File: config.mk
export PLATFORM = sky130hd
export DESIGN_NAME = mbrp_top
export DESIGN_NICKNAME = d
export VERILOG_FILES = /design/src/pkg/mbrp_pkg.sv /design/src/core/mbrp_skid.sv /design/src/core/mbrp_top.sv
export VERILOG_INCLUDE_DIRS = /design/src /design/src/pkg
export SDC_FILE = /design/constraint.sdc
export NUM_CORES = 1
export LEC_CHECK = 0
export ABC_AREA = 1
export BUFFER_PORTS_ARGS = -buffer_cell sky130_fd_sc_hd__buf_2
export CORE_ASPECT_RATIO = 1.1
export CORE_MARGIN = 2
export CORE_UTILIZATION = 45
export DETAILED_ROUTE_END_ITERATION = 10
export GPL_ROUTABILITY_DRIVEN = 1
export HOLD_SLACK_MARGIN = 0.15
export PLACE_DENSITY_LB_ADDON = 0.12
export SYNTH_ARGS = -nofsm -noshare
export SYNTH_HDL_FRONTEND = slang
export SYNTH_SLANG_ARGS = --single-unit
File: constraint.sdc
create_clock -name mclk_in -period 4.1 [get_ports mclk_in]
set_input_delay 0.41 -clock mclk_in [delete_from_list [all_inputs] [get_ports mclk_in]]
set_output_delay 0.41 -clock mclk_in [all_outputs]
set_load 0.01 [all_outputs]
File: src/pkg/mbrp_consts.svh
// Purpose: timing counts and field positions for the meter readout port
// Assumes: 10 MHz clock
// Notes: definitions only
`ifndef MBRP_CONSTS_SVH
`define MBRP_CONSTS_SVH
`define MBRP_CLK_HZ 10000000
`define MBRP_VALID_MS 150
`define MBRP_RATE_PER_S 3
`define MBRP_VALID_CYC ((`MBRP_CLK_HZ / 1000) * `MBRP_VALID_MS)
`define MBRP_PERIOD_CYC (`MBRP_CLK_HZ / `MBRP_RATE_PER_S)
`define MBRP_STEP_CYC 1000
`define MBRP_FULL_COUNT 40000
`define MBRP_DIGITS 5
`define MBRP_BCD_W 4
`define MBRP_WORD_W 22
`define MBRP_OVER_BIT 21
`define MBRP_POS_BIT 20
`endif

File: src/pkg/mbrp_pkg.sv
// Purpose: types for the meter readout port
// Assumes: nothing
// Notes: one-hot state codes
package mbrp_pkg;
  typedef enum logic [2:0] {
    MBRP_CONV = 3'h1,
    MBRP_SHOW = 3'h2,
    MBRP_HELD = 3'h4
  } mbrp_state_type;
endpackage

File: src/core/mbrp_skid.sv
// Purpose: two-entry buffer between the converter and the result latch
// Assumes: one clock, synchronous reset
// Notes: holds a word while the taker stalls
`timescale 1ns/1ps
module mbrp_skid #(
  parameter int W = 24
) (
  input wire logic mclk_in,
  input wire logic rst_in,
  input wire logic [W-1:0] in_data_in,
  input wire logic in_valid_in,
  output logic in_ready_out,
  output logic [W-1:0] out_data_out,
  output logic out_valid_out,
  input wire logic out_ready_in
);
  logic [W-1:0] mem_reg [2];
  logic [1:0] count_reg;
  logic rd_reg;
  logic wr_reg;
  logic push;
  logic pop;

  assign push = in_valid_in && (count_reg != 2'h2);
  assign pop = out_ready_in && (count_reg != 2'h0);
  assign in_ready_out = (count_reg != 2'h2);
  assign out_valid_out = (count_reg != 2'h0);
  assign out_data_out = mem_reg[rd_reg];

  // pointers and fill level; full count is honest, no silent overwrite
  always_ff @(posedge mclk_in) begin
    if (rst_in) begin
      count_reg <= 2'h0;
      rd_reg <= 1'b0;
      wr_reg <= 1'b0;
    end else begin
      if (push) wr_reg <= ~wr_reg;
      if (pop) rd_reg <= ~rd_reg;
      count_reg <= count_reg + {1'b0, push} - {1'b0, pop};
    end
  end

  // storage
  always_ff @(posedge mclk_in) begin
    if (push) mem_reg[wr_reg] <= in_data_in;
  end
endmodule

File: src/core/mbrp_top.sv
// Purpose: result output port of a 4 3/4 digit panel meter
// Assumes: conversion result arrives on result_* with valid/ready
// Notes: multiplexed BCD plus latched parallel option outputs
// Notes: status, data ready and every latched output move on the take edge
// Notes: hold is looked at only as a window ends or while held
`timescale 1ns/1ps
`include "mbrp_consts.svh"
module mbrp_top
  import mbrp_pkg::*;
#(
  parameter int PERIOD_CYC = `MBRP_PERIOD_CYC,
  parameter int VALID_CYC = `MBRP_VALID_CYC,
  parameter int STEP_CYC = `MBRP_STEP_CYC
) (
  input wire logic mclk_in,
  input wire logic rst_in,
  input wire logic hold_n_in,
  input wire logic [19:0] result_bcd_in,
  input wire logic result_over_in,
  input wire logic result_pos_in,
  input wire logic result_valid_in,
  output logic result_ready_out,
  output logic [3:0] bcd_out,
  output logic [4:0] digit_strobe_out,
  output logic status_out,
  output logic overload_out,
  output logic polarity_out,
  output logic mux_step_out,
  output logic [19:0] par_bcd_out,
  output logic par_polarity_out,
  output logic data_ready_out
);
  // counters span a whole conversion period at the full clock rate
  localparam int CW = 32;
  // result word: overload flag, polarity, then five BCD digits
  localparam int RW = `MBRP_WORD_W;

  mbrp_state_type state_reg;
  logic [CW-1:0] cyc_reg;
  logic [CW-1:0] step_cnt_reg;
  logic [2:0] digit_reg;
  logic [RW-1:0] word_reg;
  logic [RW-1:0] buf_data;
  logic buf_valid;
  logic take;
  logic conv_end;
  logic step_tick;
  // window end look-ahead and the digit under the scan pointer
  logic leave_show;
  logic [`MBRP_BCD_W-1:0] cur_digit;

  ////////////////////////////////////////////////////////////////////////
  // buffer: a word arriving while the port is showing waits here
  // two slots, so a word finished during a hold is not lost
  mbrp_skid #(.W(RW)) u_skid (
    .mclk_in(mclk_in),
    .rst_in(rst_in),
    .in_data_in({result_over_in, result_pos_in, result_bcd_in}),
    .in_valid_in(result_valid_in),
    .in_ready_out(result_ready_out),
    .out_data_out(buf_data),
    .out_valid_out(buf_valid),
    .out_ready_in(take)
  );

  // conversion ends once per third of a second; then one word is taken
  // a late word stretches the gap; the next period starts from the take
  assign conv_end = (state_reg == MBRP_CONV) &&
    (cyc_reg >= CW'(PERIOD_CYC - VALID_CYC - 1));
  assign take = conv_end && buf_valid;
  assign step_tick = (state_reg != MBRP_CONV) &&
    (step_cnt_reg == CW'(STEP_CYC - 1));

  // the edge on which the sequencer goes back to converting; the status
  // and strobes look ahead at it so that they turn with the sequencer
  // instead of one cycle late, which would stretch the window
  assign leave_show = hold_n_in && (((state_reg == MBRP_SHOW) &&
    (cyc_reg == CW'(VALID_CYC - 1))) || (state_reg == MBRP_HELD));

  // digit picked by the scan pointer, units in the lowest nibble
  assign cur_digit = word_reg[digit_reg*`MBRP_BCD_W +: `MBRP_BCD_W];

  ////////////////////////////////////////////////////////////////////////
  // cycle sequencer: convert, show for the valid window, or sit held
  // the gap is the period less the window, so the rate holds whatever
  // the window length; a hold only stretches the time spent showing
  always_ff @(posedge mclk_in) begin
    if (rst_in) begin
      state_reg <= MBRP_CONV;
      cyc_reg <= '0;
    end else begin
      case (state_reg)
        MBRP_CONV: begin
          // without a fresh word the conversion simply stretches
          if (take) begin
            state_reg <= MBRP_SHOW;
            cyc_reg <= '0;
          end else if (!conv_end) begin
            cyc_reg <= cyc_reg + CW'(1);
          end
        end
        MBRP_SHOW: begin
          if (cyc_reg == CW'(VALID_CYC - 1)) begin
            cyc_reg <= '0;
            state_reg <= hold_n_in ? MBRP_CONV : MBRP_HELD;
          end else begin
            cyc_reg <= cyc_reg + CW'(1);
          end
        end
        MBRP_HELD: begin
          // last result stays displayed; no new conversion starts
          if (hold_n_in) begin
            state_reg <= MBRP_CONV;
            cyc_reg <= '0;
          end
        end
        default: begin
          state_reg <= MBRP_CONV;
          cyc_reg <= '0;
        end
      endcase
    end
  end

  ////////////////////////////////////////////////////////////////////////
  // latched result word, replaced only at conversion end
  // it feeds the digit scan; the parallel outputs load beside it
  always_ff @(posedge mclk_in) begin
    if (rst_in) begin
      word_reg <= '0;
    end else if (take) begin
      word_reg <= buf_data;
    end
  end

  // status and parallel ready follow the sequencer's next state
  always_ff @(posedge mclk_in) begin
    if (rst_in) begin
      status_out <= 1'b1;
      data_ready_out <= 1'b0;
    end else if (state_reg == MBRP_CONV) begin
      // a taken word opens the window on the edge that loads the data
      status_out <= !take;
      data_ready_out <= take;
    end else begin
      // both turn on the edge on which the sequencer leaves the window
      status_out <= leave_show;
      data_ready_out <= !leave_show;
    end
  end

  ////////////////////////////////////////////////////////////////////////
  // digit scan divider; the step pulse advances the digit pointer
  // the scan restarts at the units digit in every window
  always_ff @(posedge mclk_in) begin
    if (rst_in || (state_reg == MBRP_CONV)) begin
      step_cnt_reg <= '0;
      digit_reg <= 3'h0;
    end else if (step_tick) begin
      step_cnt_reg <= '0;
      if (digit_reg == 3'(`MBRP_DIGITS - 1)) digit_reg <= 3'h0;
      else digit_reg <= digit_reg + 3'h1;
    end else begin
      step_cnt_reg <= step_cnt_reg + CW'(1);
    end
  end

  // one-cycle step pulse for a remote parallel card
  // it leads the next strobe by one cycle, giving a remote card warning
  always_ff @(posedge mclk_in) begin
    if (rst_in) mux_step_out <= 1'b0;
    else mux_step_out <= step_tick;
  end

  ////////////////////////////////////////////////////////////////////////
  // multiplexed outputs: one strobe, its digit on the shared lines
  always_ff @(posedge mclk_in) begin
    if (rst_in) begin
      digit_strobe_out <= 5'h00;
      bcd_out <= 4'h0;
    end else if ((state_reg == MBRP_CONV) || leave_show) begin
      // dark while converting, so no strobe stands beside a high status
      digit_strobe_out <= 5'h00;
      bcd_out <= 4'h0;
    end else begin
      digit_strobe_out <= 5'h01 << digit_reg;
      bcd_out <= cur_digit;
    end
  end

  // latched flags; loaded straight from the buffer as a word is taken,
  // so they already stand when status falls and hold through the next
  // conversion; loading from the result word would lag status by a cycle
  always_ff @(posedge mclk_in) begin
    if (rst_in) begin
      overload_out <= 1'b0;
      polarity_out <= 1'b1;
      par_polarity_out <= 1'b1;
    end else if (take) begin
      overload_out <= buf_data[`MBRP_OVER_BIT];
      polarity_out <= buf_data[`MBRP_POS_BIT];
      par_polarity_out <= buf_data[`MBRP_POS_BIT];
    end
  end

  // parallel option word, loaded together with the flags
  always_ff @(posedge mclk_in) begin
    if (rst_in) begin
      par_bcd_out <= '0;
    end else if (take) begin
      par_bcd_out <= buf_data[`MBRP_POS_BIT-1:0];
    end
  end
endmodule

After elaboration in Yosys (flattened, before gate mapping)

Memories as Yosys holds them, arrays and structs flattened. A register that Yosys moved wholly into a read port is not among the register bits.
Index checks and enable logic that the tools add are counted.

Register bits after elaboration: 130
RAM bits: 44
Input port bits: 26
Output and inout bits: 36
Word-level logic and storage cells: 73
Memories kept: 1

Memory list:

| memory         | depth | bits a word | read ports | clocked after Yosys merged registers in | write ports | RTL line        | source |
|---|---|---|---|---|---|---|---|
| u_skid.mem_reg | 2     | 22          | 1          | 1                                       | 1           | mbrp_skid.sv:17 | `logic [W-1:0] mem_reg [2];` |

$add $sub $neg: 5
Order comparisons: 1
Equality and inequality tests: 12
Shifts and indexed selects: 2
Muxes and demuxes: 17
Bitwise gates (word level): 2
Reduce and logical (&&, ||, !) cells: 17

Operator list:

| kind                                                   | count |
|---|---|
| two-way mux 32 bit                                     | 4 |
| one-hot mux 32 bit (3 select lines)                    | 1 |
| adder 32 x 1 -> 32 bit (second input constant)         | 2 |
| equality test 32 x 10 -> 1 bit (second input constant) | 1 |
| equality test 32 x 21 -> 1 bit (second input constant) | 1 |
| >= comparator 32 x 21 -> 1 bit (second input constant) | 1 |
| variable part select 22 x 6 -> 4 bit                   | 1 |
| two-way mux 3 bit                                      | 5 |
| one-hot mux 3 bit (3 select lines)                     | 1 |
| logical AND 1 bit                                      | 7 |
| equality test 3 bit (second input constant)            | 2 |
| two-way mux 1 bit                                      | 6 |
| inequality test 2 bit (second input constant)          | 3 |
| << shifter 1 x 3 -> 5 bit (first input constant)       | 1 |
| OR reduction 2 bit                                     | 2 |
| adder 3 x 1 -> 3 bit (second input constant)           | 1 |
| equality test 3 x 1 -> 1 bit (second input constant)   | 1 |
| equality test 3 x 2 -> 1 bit (second input constant)   | 1 |
| logical OR 1 bit                                       | 3 |
| inequality test 3 x 1 -> 1 bit (second input constant) | 1 |
| inequality test 3 bit (second input constant)          | 1 |
| AND reduction 3 bit                                    | 1 |
| adder 2 x 1 -> 2 bit                                   | 1 |
| zero test 1 bit                                        | 2 |
| 5 further kinds                                        | 6 |

Logic depth before layout (Yosys ltp)

Gate-level depths: netlist of run 1.

Depth after elaboration: 6
Gate-level depth with buffers: 17
Gate-level depth less buffers: 16

By module

Synthesis of run 1 repeated with hierarchy kept, for this count alone.

Cells, all modules: 965
Area total of the unflattened synthesis: 7602.3 sq um

Modules (own cells, without submodules):

| module    | instances | cells an instance | area an instance (sq um) | seq. area each (sq um) |
|---|---|---|---|---|
| mbrp_top  | 1         | 860               | 5766.8                   | 2102.0 |
| mbrp_skid | 1         | 105               | 1835.5                   | 1421.4 |

Least setup slack after synthesis of run 1

No wires, ideal clock.

Path type: register to register
Start: register cyc_reg[22]
End: register u_skid.count_reg[1]
Library setup time: 0.120 ns
Arrival time: 1.952 ns
Data required time: 3.980 ns
Path slack: 2.028 ns
Cell stages (with the launch flop): 15
Path buffers: 2
Period minus slack after synthesis: 2.072 ns
Path through: dfxtp_1 buf_2 nor3_2 o21ai_1 nor2_1 nand2_2 nand3_4 inv_2 buf_4 ha_1 inv_1 ha_1 xor2_1 o21ai_0 a21oi_1

Longest elaborated chain between the ends: 5

RTL lines:

| item                           | RTL line        | source |
|---|---|---|
| start: declaration             | mbrp_top.sv:39  | `logic [CW-1:0] cyc_reg;` |
| start signal: assignment       | mbrp_top.sv:99  | `cyc_reg <= cyc_reg + CW'(1);` |
| start signal: assignment       | mbrp_top.sv:107 | `cyc_reg <= cyc_reg + CW'(1);` |
| >= comparator 32 x 21 -> 1 bit | mbrp_top.sv:69  | `(cyc_reg >= CW'(PERIOD_CYC - VALID_CYC - 1));` |
| logical AND 1 bit              | mbrp_top.sv:68  | `assign conv_end = (state_reg == MBRP_CONV) &&` |
| logical AND 1 bit              | mbrp_top.sv:70  | `assign take = conv_end && buf_valid;` |
| named net take                 | mbrp_top.sv:45  | `logic take;` |
| logical AND 1 bit              | mbrp_skid.sv:25 | `assign pop = out_ready_in && (count_reg != 2'h0);` |
| subtractor 2 x 1 -> 2 bit      | mbrp_skid.sv:39 | `count_reg <= count_reg + {1'b0, push} - {1'b0, pop};` |
| end signal: assignment         | mbrp_skid.sv:39 |  |
| end: declaration               | mbrp_skid.sv:18 | `logic [1:0] count_reg;` |

The timed path passes the listed nets, and every way through them passes these cells.
A chain may end at the register's enable or synchronous reset.

Worst setup path after layout of run 1

Start: register cyc_reg[6]
End: register u_skid.count_reg[1]

Longest elaborated chain between the ends: 5

RTL lines:

| item                           | RTL line |
|---|---|
| >= comparator 32 x 21 -> 1 bit | mbrp_top.sv:69 |
| logical AND 1 bit              | mbrp_top.sv:68 |
| logical AND 1 bit              | mbrp_top.sv:70 |
| logical AND 1 bit              | mbrp_skid.sv:25 |
| subtractor 2 x 1 -> 2 bit      | mbrp_skid.sv:39 |

No other way between the ends.

==> out/results.ini, run 1 <==
[yosys]
synth_edf_count = 44
yosysUniqueCellTypes = 40
syn_nets = 981
yosysMostFrequentCell = nand2_1
async_flop_share_pct = 0
synth_top_area_share_pct = 29.1
yosysSeqAreaShare_pct = 46.5
synth_ff_type = dfxtp_1
synthAdderAreaFrac_pct = 1.16
synth_mux_area_share_pct = 3.12
synthTopCellsByCount = nand2_1 (163), nor2_1 (131), dfxtp_1 (110), inv_1 (108), nand3_1 (60)
synth_top_family_by_area = simple AND/OR/NAND/NOR gates
synth_area_leaders = dfxtp_1 (29%), edfxtp_1 (17%), nand2_1 (8.1%)
syn_inst = 948
syn_area_per_cell_sq_um = 7.99
netlist_area_sq_mm = 0.00757
synth-simple-area-share_pct = 29.9
yosys_warnings = 0
synth_xor_area_share_pct = 2.08
yosys_register_bits = 154
yosysTopAreaCell = dfxtp_1
synth-compound-area-share_pct = 7.45

[die]
die_w_um = 128
rows = 49
core_sq_mm = 0.0164
ioPinCount = 62
die_y_um = 140
start_util_pct = 46.1
fp.dieArea_sq_mm = 0.0179

[timing]
final_hold_viol_count = 0
fmax_mhz = 361
tightest_slew_ns = 0.628
fin_skew_ns = 0.0115
fin_crit_sh_pct = 67.6
fin_setup_tns_ns = 0
rsz0062_at_grt = false
hold_slack_ns = 0.168
fin_ws_ns = 1.33
slew_violations = 0
finalSetupViolCount = 0
period_minus_slack_ns = 2.77
slew_headroom_pct = 58.1

[clock_tree]
cts_setup_buffers = 0
htree_num_levels = 4
cts_resized = 0
cts_tree = built
clock_path_buffers = 2
numCtsBuffers = 17
clk_latency_ns = 0.43
cts.sinks = 154
cts_hold_buffers = 0
clk_pin_slew_ns = 0.07
cts-root-buf = clkbuf_16

[final_layout]
multi_input_area_sq_mm = 0.00332
num-nets-final = 1020
drive_gt1_share_pct = 16.5
antenna_cells = 0
areaGrowthSynthToFinish_pct = 12.7
largest_reg_flops = 44
fillers = 1617
seq_area_sq_mm = 0.00352

[setup_path]
path_max_fanout = 42
reg2reg_depth = 16
crit_type = flip-flop to flip-flop
crit_required_ns = 4.45
worstSetupStartpointType = flip-flop
cp-end-kind = flip-flop
arrival_ns = 3.12

[drt]
drc_errors = 0
vias = 6175
detail_route.iter0.violations = 412
drt-pass1-iter-count = 5
vias_per_cell = 5.13
wl_um = 18000
post_drt_wl_per_cell_um = 14.9
ant_nets = 0

[placement]
place.gp.congestion = 0.911
dp_hpwl_um = 12700
portBuffers = 61
pre_cts_ws_ns = 1.34

[pwr]
power.leakage_nw = 3.17
power_frac_seq_pct = 47.0
clkPwrFrac_pct = 50.2
p_int_mw = 2.73
swShare_pct = 20.7
vdd_ir_drop_max_v = 0.000368
p_comb_share_pct = 2.8
switchingPower_uw = 711
powerDensity_mw_per_mm2 = 403

[job]
maxCapViolCount = 0

[outcome]
outcome = complete, no violations

[min_path]
whs_path_depth = 1
hold_class = primary input to flip-flop

[global_routing]
grt-busiest-layer = met2
globalRouteMet2Util_pct = 32.7
grt_max_degree = 43
globalRouteTotalUtil_pct = 20.7
antenna_found_initial = 0
grtUsageMet1_pct = 28.3
grt.met3_usage_pct = 4.20
grt_pass1_vias = 5851
grt_pass1_wl_um = 29400
grt-ovfl-total = 0

==> critical path: stages (launching register included) <==
cell and delay [ns]:
dfxtp_1 0.39, inv_2 0.07, nor2_1 0.15, nand3_1 0.09
nand2_1 0.07, nand2_1 0.05, nand2_1 0.07, nand2_1 0.06
nand2_2 0.11, nand3_4 0.38, inv_2 0.36, ha_1 0.27
inv_1 0.06, ha_1 0.15, xor2_1 0.19, o21ai_0 0.09
a21oi_1 0.14
==> per-layer routing <==
| metal | vias to the layer above | wire length [um] |
|---|---|---|
| met5 | - | 0 |
| met4 | 0 | 306 |
| met3 | 22 | 542 |
| met2 | 109 | 8330 |
| met1 | 2828 | 8780 |
| li1 | 3216 | - |
==> layout make-up <==
type	count	share of cell area (%)
clock inverter	12	2.46
inverter	118	5.19
clock buffer	20	5.12
multi-input combinational	629	38.9
tap	204	2.99
sequential	154	41.3
timing repair buffer	67	4.10
==> power by group through the flow <==
stage	Combinational, mW	Clock (mW)	Sequential (mW)
4_1_cts	0.0973	1.76	1.62
3_3_place_gp	0.0957	0	1.65
6_report	0.0950	1.73	1.62
3_5_place_dp	0.0968	0	1.65
5_1_grt	0.106	1.83	1.62
2_1_floorplan	0.0574	0	1.65
==> layout by cell type, fill, tap and decap left out, types with 10 or more instances in the layout <==
cell	netlist	final
nand2_2	10	10
edfxtp_1	44	44
a21oi_1	47	47
or2_2	11	11
clkbuf_16	0	17
xor2_1	13	13
nor2_1	131	129
mux2_2	21	21
o21ai_0	10	10
inv_1	108	108
dfxtp_1	110	110
a211oi_1	18	18
nor3_1	45	45
buf_2	10	61
nand3_1	60	60
nand2_1	163	163
nand4_1	36	36
==> path summary, 6_finish.rpt <==
| check | slack [ns] | start | end |
|---|---|---|---|
| setup reg to reg | 1.33 | cyc_reg[6]$_SDFFE_PP0P_ | u_skid.count_reg[1]$_SDFF_PP0_ |
| hold / removal | 0.17 | result_bcd_in[8] | u_skid.mem_reg[0][8]$_DFFE_PP_ |
| setup / recovery | 1.33 | cyc_reg[6]$_SDFFE_PP0P_ | u_skid.count_reg[1]$_SDFF_PP0_ |
| hold reg to reg | 0.45 | step_cnt_reg[0]$_SDFF_PP0_ | step_cnt_reg[0]$_SDFF_PP0_ |
==> per-stage QoR <==
stage	power, mW	std cells	area, sq um	utilization [%]
floorplan	1.71	948	7570	-
global placement	1.75	1172	7890	48.0
detailed placement	1.75	1172	7890	48.0
CTS	3.47	1204	8530	51.9
global route	3.55	1204	8530	51.9
finish	3.44	1204	8530	51.9
==> logic make-up after synthesis <==
kind of cell             count (synthesis)
buffers and inverters                  165
AND/OR/NAND/NOR                        488
multiplexers                            21
XOR/XNOR                                18
adder cells (fa/ha/maj)                  7
AO/OA/AOI/OAI                           95
flip-flops                             154
Note: power is estimated with default switching activity, not from simulation.
==> run 2, diff against run 1 <==
- clock period: 4.1 -> 2.25 ns (I/O delays scaled with it)
==> run 2 against run 1 <==
Against the previous run: clock power rose by 64%; first-iteration DRC count fell by 17%; largest power group is now registers; worst setup slack got worse by 1.1 ns; die area did not move; sequential share of layout area fell by 1.4 points.
==> out/results.ini, run 2 (synthesis results as in run 1) <==
[placement]
portBuffers = 61
dp_hpwl_um = 12800
post_dp_cell_area_sq_mm = 0.00800
pre_cts_ws_ns = 0.187
place.gp.congestion = 0.933

[setup_path]
path_cells = nor2_2, nand3_1, nand2_1, nand2_1, nand2_1, nand2_1, nand2_2, nand3_4, inv_2, ha_1, inv_1, ha_1, xor2_1, o21ai_1, a21oi_1
worstSetupStartpointType = flip-flop
arrival_ns = 2.36
path_max_fanout = 7
slowest_delay_ns = 0.49
crit_type = flip-flop to flip-flop
critPathSlowestCell = dfxtp_1
worstReg2RegStart = cyc_reg[7]$_SDFFE_PP0P_
crit_required_ns = 2.57
reg2reg_to = u_skid.count_reg[1]$_SDFF_PP0_
crit_buf_inv = 2
reg2reg_depth = 15
cp-end-kind = flip-flop
r2r_slack_ns = 0.21
crit_path_frequent_cell = nand2_1
crit_family = simple AND/OR/NAND/NOR gates

[final_layout]
final_common_cell = nand2_1
final_util_pct = 53.9
antenna_cells = 0
multi_input_area_sq_mm = 0.00333
areaGrowthSynthToFinish_pct = 16.8
fillers = 1599
seq_area_sq_mm = 0.00353
final_cell_mix = nand2_1 (162), nor2_1 (126), inv_1 (108), dfxtp_1 (103), buf_2 (61)
drive_gt1_share_pct = 18.5
num-nets-final = 1056
largest_reg_flops = 44
postLayoutCellArea_sq_mm = 0.00885

[pwr]
power.leakage_nw = 3.33
vdd_ir_drop_max_v = 0.000563
powerDensity_mw_per_mm2 = 677

[global_routing]
grt_pass1_vias = 6106
globalRouteMet2Util_pct = 34.0
grt-busiest-layer = met2
grtUsageMet1_pct = 27.9
grt_max_degree = 40
globalRouteTotalUtil_pct = 20.8
grt_pass1_wl_um = 29600
antenna_found_initial = 0
grt-ovfl-total = 0
grt.met3_usage_pct = 4.58

[die]
ioPinCount = 62
core_sq_mm = 0.0164
die_w_um = 128
die_y_um = 140
fp.dieArea_sq_mm = 0.0179
rows = 49
start_util_pct = 46.1

[drt]
wl_um = 17900
ant_nets = 0
post_drt_wl_per_cell_um = 14.4
vias_per_cell = 5.08
drc_errors = 0
detail_route.iter0.violations = 343
vias = 6301
drt-pass1-iter-count = 5

[clock_tree]
numCtsBuffers = 17
cts-root-buf = clkbuf_16
cts_tree = built
clock_path_buffers = 2
clk_latency_ns = 0.43
htree_num_levels = 4
clk_pin_slew_ns = 0.07
cts_setup_buffers = 0
cts.sinks = 154

[min_path]
hold_class = primary input to flip-flop
whs_path_depth = 4
min-delay-start = hold_n_in
holdPathEnd = state_reg[2]$_SDFFE_PP0P_

[timing]
slew_violations = 0
slew_headroom_pct = 63.6
fmax_mhz = 491
fin_crit_sh_pct = 90.5
fin_ws_ns = 0.213
final_hold_viol_count = 0
finalSetupViolCount = 0
rsz0062_at_grt = true
fin_skew_ns = 0.00872
period_minus_slack_ns = 2.04
tightest_slew_ns = 0.545

[outcome]
outcome = complete, no violations

[job]
maxCapViolCount = 0

## run 2: changes by cell type in the layout (fill, tap and decap cells not counted), moves of 3 or more
cell / delta
inv_8: +4
dfxtp_1: -7
nor2_2: +3
bufinv_16: -5
dlygate4sd3_1: +23
clkinv_8: +5
dfxtp_2: +7
nor2_1: -3
clkbuf_1: -3
buf_4: +12
## run 2: report_power, final
| group | internal [mW] | switching, mW | total (mW) |
|---|---|---|---|
| Clock | 1.50 | 1.34 | 2.84 |
| Combinational | 0.0907 | 0.114 | 0.205 |
| Sequential | 2.93 | 0.0196 | 2.94 |
## run 2: worst min-delay path: stages
cell	delay [ns]
buf_2	0.13
nor2_1	0.10
o2111ai_1	0.10
inv_1	0.05
## run 2: layer usage
layer | up-vias | share of wire [%]
met5 | - | 0
met4 | 0 | 0.91
met3 | 12 | 3.2
met2 | 88 | 48
met1 | 2927 | 47
li1 | 3274 | -
## run 2: timing repair
item / 4_1_cts / 5_1_grt
hold buffers: 23 / 0
endpoints found under the hold margin: 45 / 0
endpoints found under the setup margin: 0 / 2
gates resized for setup: 0 / 12
## run 2: layout make-up
type | count | share of cell area, %
Sequential cell | 154 | 39.9
Multi-Input combinational cell | 629 | 37.6
Timing Repair Buffer | 103 | 7.80
Inverter | 118 | 5.00
Clock buffer | 17 | 4.81
Tap cell | 204 | 2.88
Clock inverter | 15 | 2.02
## run 2: how the worst max path moves through the flow
stage / startpoint / cells after the start / endpoint
after global placement: cyc_reg[26]$_SDFFE_PP0P_ / 14 / u_skid.count_reg[1]$_SDFF_PP0_
after global routing: cyc_reg[7]$_SDFFE_PP0P_ / 15 / u_skid.count_reg[1]$_SDFF_PP0_
final: cyc_reg[7]$_SDFFE_PP0P_ / 15 / u_skid.count_reg[1]$_SDFF_PP0_
after CTS: cyc_reg[26]$_SDFFE_PP0P_ / 14 / u_skid.count_reg[1]$_SDFF_PP0_
after detailed placement: cyc_reg[26]$_SDFFE_PP0P_ / 14 / u_skid.count_reg[1]$_SDFF_PP0_
after floorplan: cyc_reg[22]$_SDFFE_PP0P_ / 14 / u_skid.count_reg[1]$_SDFF_PP0_
## run 2: stage by stage
stage / setup TNS [ns] / hold slack, ns / total power [mW] / std cells
2_1_floorplan: 0 / 0.324 / 3.11 / 948
3_3_place_gp: 0 / 0.413 / 3.18 / 1185
3_5_place_dp: 0 / 0.416 / 3.18 / 1185
4_1_cts: 0 / 0.205 / 6.06 / 1240
5_1_grt: -0.0197 / 0.241 / 6.20 / 1240
6_report: 0 / 0.209 / 5.99 / 1240
==> run 3, diff against run 2 <==
- clock period: 2.25 -> 1.7 ns (I/O delays scaled with it)
==> run 3 against run 2 <==
Against the previous run: the run now ends with setup timing left; worst setup slack got worse by 0.41 ns; cell count is 13% higher; utilization up 14 points; flip-flop and latch count unchanged; die area is the same; hold slack got worse by 0.049 ns; critical path depth is 1 lower; clock-buffer cell count increased by 1; fmax increased by 7.5%; critical endpoint is now cyc_reg[19]$_SDFFE_PP0P_.
==> out/results.ini, run 3 (synthesis results as in run 1) <==
[clock_tree]
clk_latency_ns = 0.44
cts-root-buf = clkbuf_16
htree_num_levels = 4
cts_tree = built
numCtsBuffers = 17
cts.sinks = 154
clk_pin_slew_ns = 0.07
clock_path_buffers = 2

[final_layout]
antenna_cells = 0
largest_reg_flops = 44
final_util_pct = 67.4
final_cell_mix = buf_4 (141), nand2_1 (131), inv_1 (98), nor2_1 (92), dfxtp_1 (85)
num-nets-final = 1215
drive_gt1_share_pct = 42.3
final_common_cell = buf_4
areaGrowthSynthToFinish_pct = 46.2

[setup_path]
cp-end-kind = flip-flop
crit_type = flip-flop to flip-flop
crit_required_ns = 2.02
arrival_ns = 2.22
worstSetupStartpointType = flip-flop
path_max_fanout = 3

[drt]
drt-pass1-iter-count = 5
post_drt_wl_per_cell_um = 15.5
wl_um = 21700
ant_nets = 0
drc_errors = 0
vias_per_cell = 5.14
detail_route.iter0.violations = 433
vias = 7193

[die]
die_w_um = 128
die_y_um = 140
rows = 49
ioPinCount = 62
start_util_pct = 46.1
fp.dieArea_sq_mm = 0.0179
core_sq_mm = 0.0164

[timing]
fin_skew_ns = 0.0166
fmax_mhz = 528
fin_ws_ns = -0.195
fin_setup_tns_ns = -4.36
tightest_slew_ns = 0.609
fin_crit_sh_pct = 111
rsz0062_at_grt = true
slew_headroom_pct = 59.4
final_hold_viol_count = 0
period_minus_slack_ns = 1.89
slew_violations = 0
finalSetupViolCount = 45

[placement]
dp_hpwl_um = 13900
place.gp.congestion = 0.880
pre_cts_ws_ns = -0.276
portBuffers = 61

[pwr]
power.leakage_nw = 4.54
switchingPower_mw = 1.91
power_frac_seq_pct = 49.4
swShare_pct = 24.2
powerDensity_mw_per_mm2 = 712
p_total_mw = 7.89
p_int_mw = 5.98
p_comb_share_pct = 4.7
clkPwrFrac_pct = 45.9
vdd_ir_drop_max_v = 0.000600

[global_routing]
grt-ovfl-total = 0
grt_max_degree = 41
grt_pass1_vias = 6899
grt_pass1_wl_um = 32400
globalRouteTotalUtil_pct = 22.8
antenna_found_initial = 0

[job]
maxCapViolCount = 0

[min_path]
hold_class = primary input to flip-flop

[outcome]
outcome = finished with violations
failed_checks = setup timing

[run 3: worst paths after layout]
| kind | from | to | slack [ns] | cells past startpoint |
|---|---|---|---|---|
| setup / recovery | cyc_reg[29]$_SDFFE_PP0P_ | cyc_reg[19]$_SDFFE_PP0P_ | -0.19 | 14 |
| hold / removal | hold_n_in | state_reg[2]$_SDFFE_PP0P_ | 0.16 | 4 |
| setup reg to reg | cyc_reg[29]$_SDFFE_PP0P_ | cyc_reg[19]$_SDFFE_PP0P_ | -0.19 | 14 |
| hold reg to reg | step_cnt_reg[0]$_SDFF_PP0_ | step_cnt_reg[0]$_SDFF_PP0_ | 0.47 | 1 |
[run 3: cell type report]
| cell class | count | area [sq um] |
|---|---|---|
| Clock buffer | 18 | 429 |
| Multi-Input combinational cell | 629 | 4050 |
| Clock inverter | 14 | 130 |
| Inverter | 118 | 457 |
| Fill cell | 1344 | 5350 |
| Sequential cell | 154 | 3560 |
| Tap cell | 204 | 255 |
| Timing Repair Buffer | 262 | 2190 |
[run 3: per-layer routing]
layer	track usage, %	up-vias	routed length, um
met5	0	-	0
met4	8.27	0	334
met3	4.93	33	861
met2	39.2	157	11100
met1	28.1	3402	9390
li1	-	3601	-
[run 3: metrics by stage]
step	hold slack, ns	instance area [sq um]	std cells
after floorplan	0.269	7630	948
after global placement	0.358	9000	1304
after detailed placement	0.361	9000	1304
after CTS	0.151	10300	1379
after global routing	0.168	11100	1399
final	0.160	11100	1399
[run 3: repair_timing]
| action | 4_1_cts | 5_1_grt |
|---|---|---|
| setup buffers | 21 | 19 |
| pin swaps | 26 | 48 |
| hold buffers | 23 | 0 |
| hold endpoints to repair | 45 | 0 |
| gates resized for setup | 73 | 162 |
| gates cloned | 2 | 7 |
| setup endpoints to repair | 66 | 106 |
[run 3: power groups by stage]
stage | registers, mW | clock network [mW] | logic, mW
2_1_floorplan | 3.98 | 0 | 0.150
3_5_place_dp | 3.98 | 0 | 0.286
3_3_place_gp | 3.97 | 0 | 0.278
5_1_grt | 3.90 | 3.85 | 0.403
4_1_cts | 3.90 | 3.68 | 0.362
6_report | 3.89 | 3.62 | 0.371
[run 3: critical path: stages (launching register included)]
cell,delay [ns]
dfxtp_2,0.32
nor2_1,0.10
nand3_1,0.10
nor2_2,0.12
inv_2,0.07
buf_4,0.13
buf_6,0.11
nor3_4,0.12
nand3_1,0.11
nand2_2,0.13
nand3_4,0.12
nand2_8,0.13
buf_4,0.12
buf_6,0.08
nor2_1,0.03
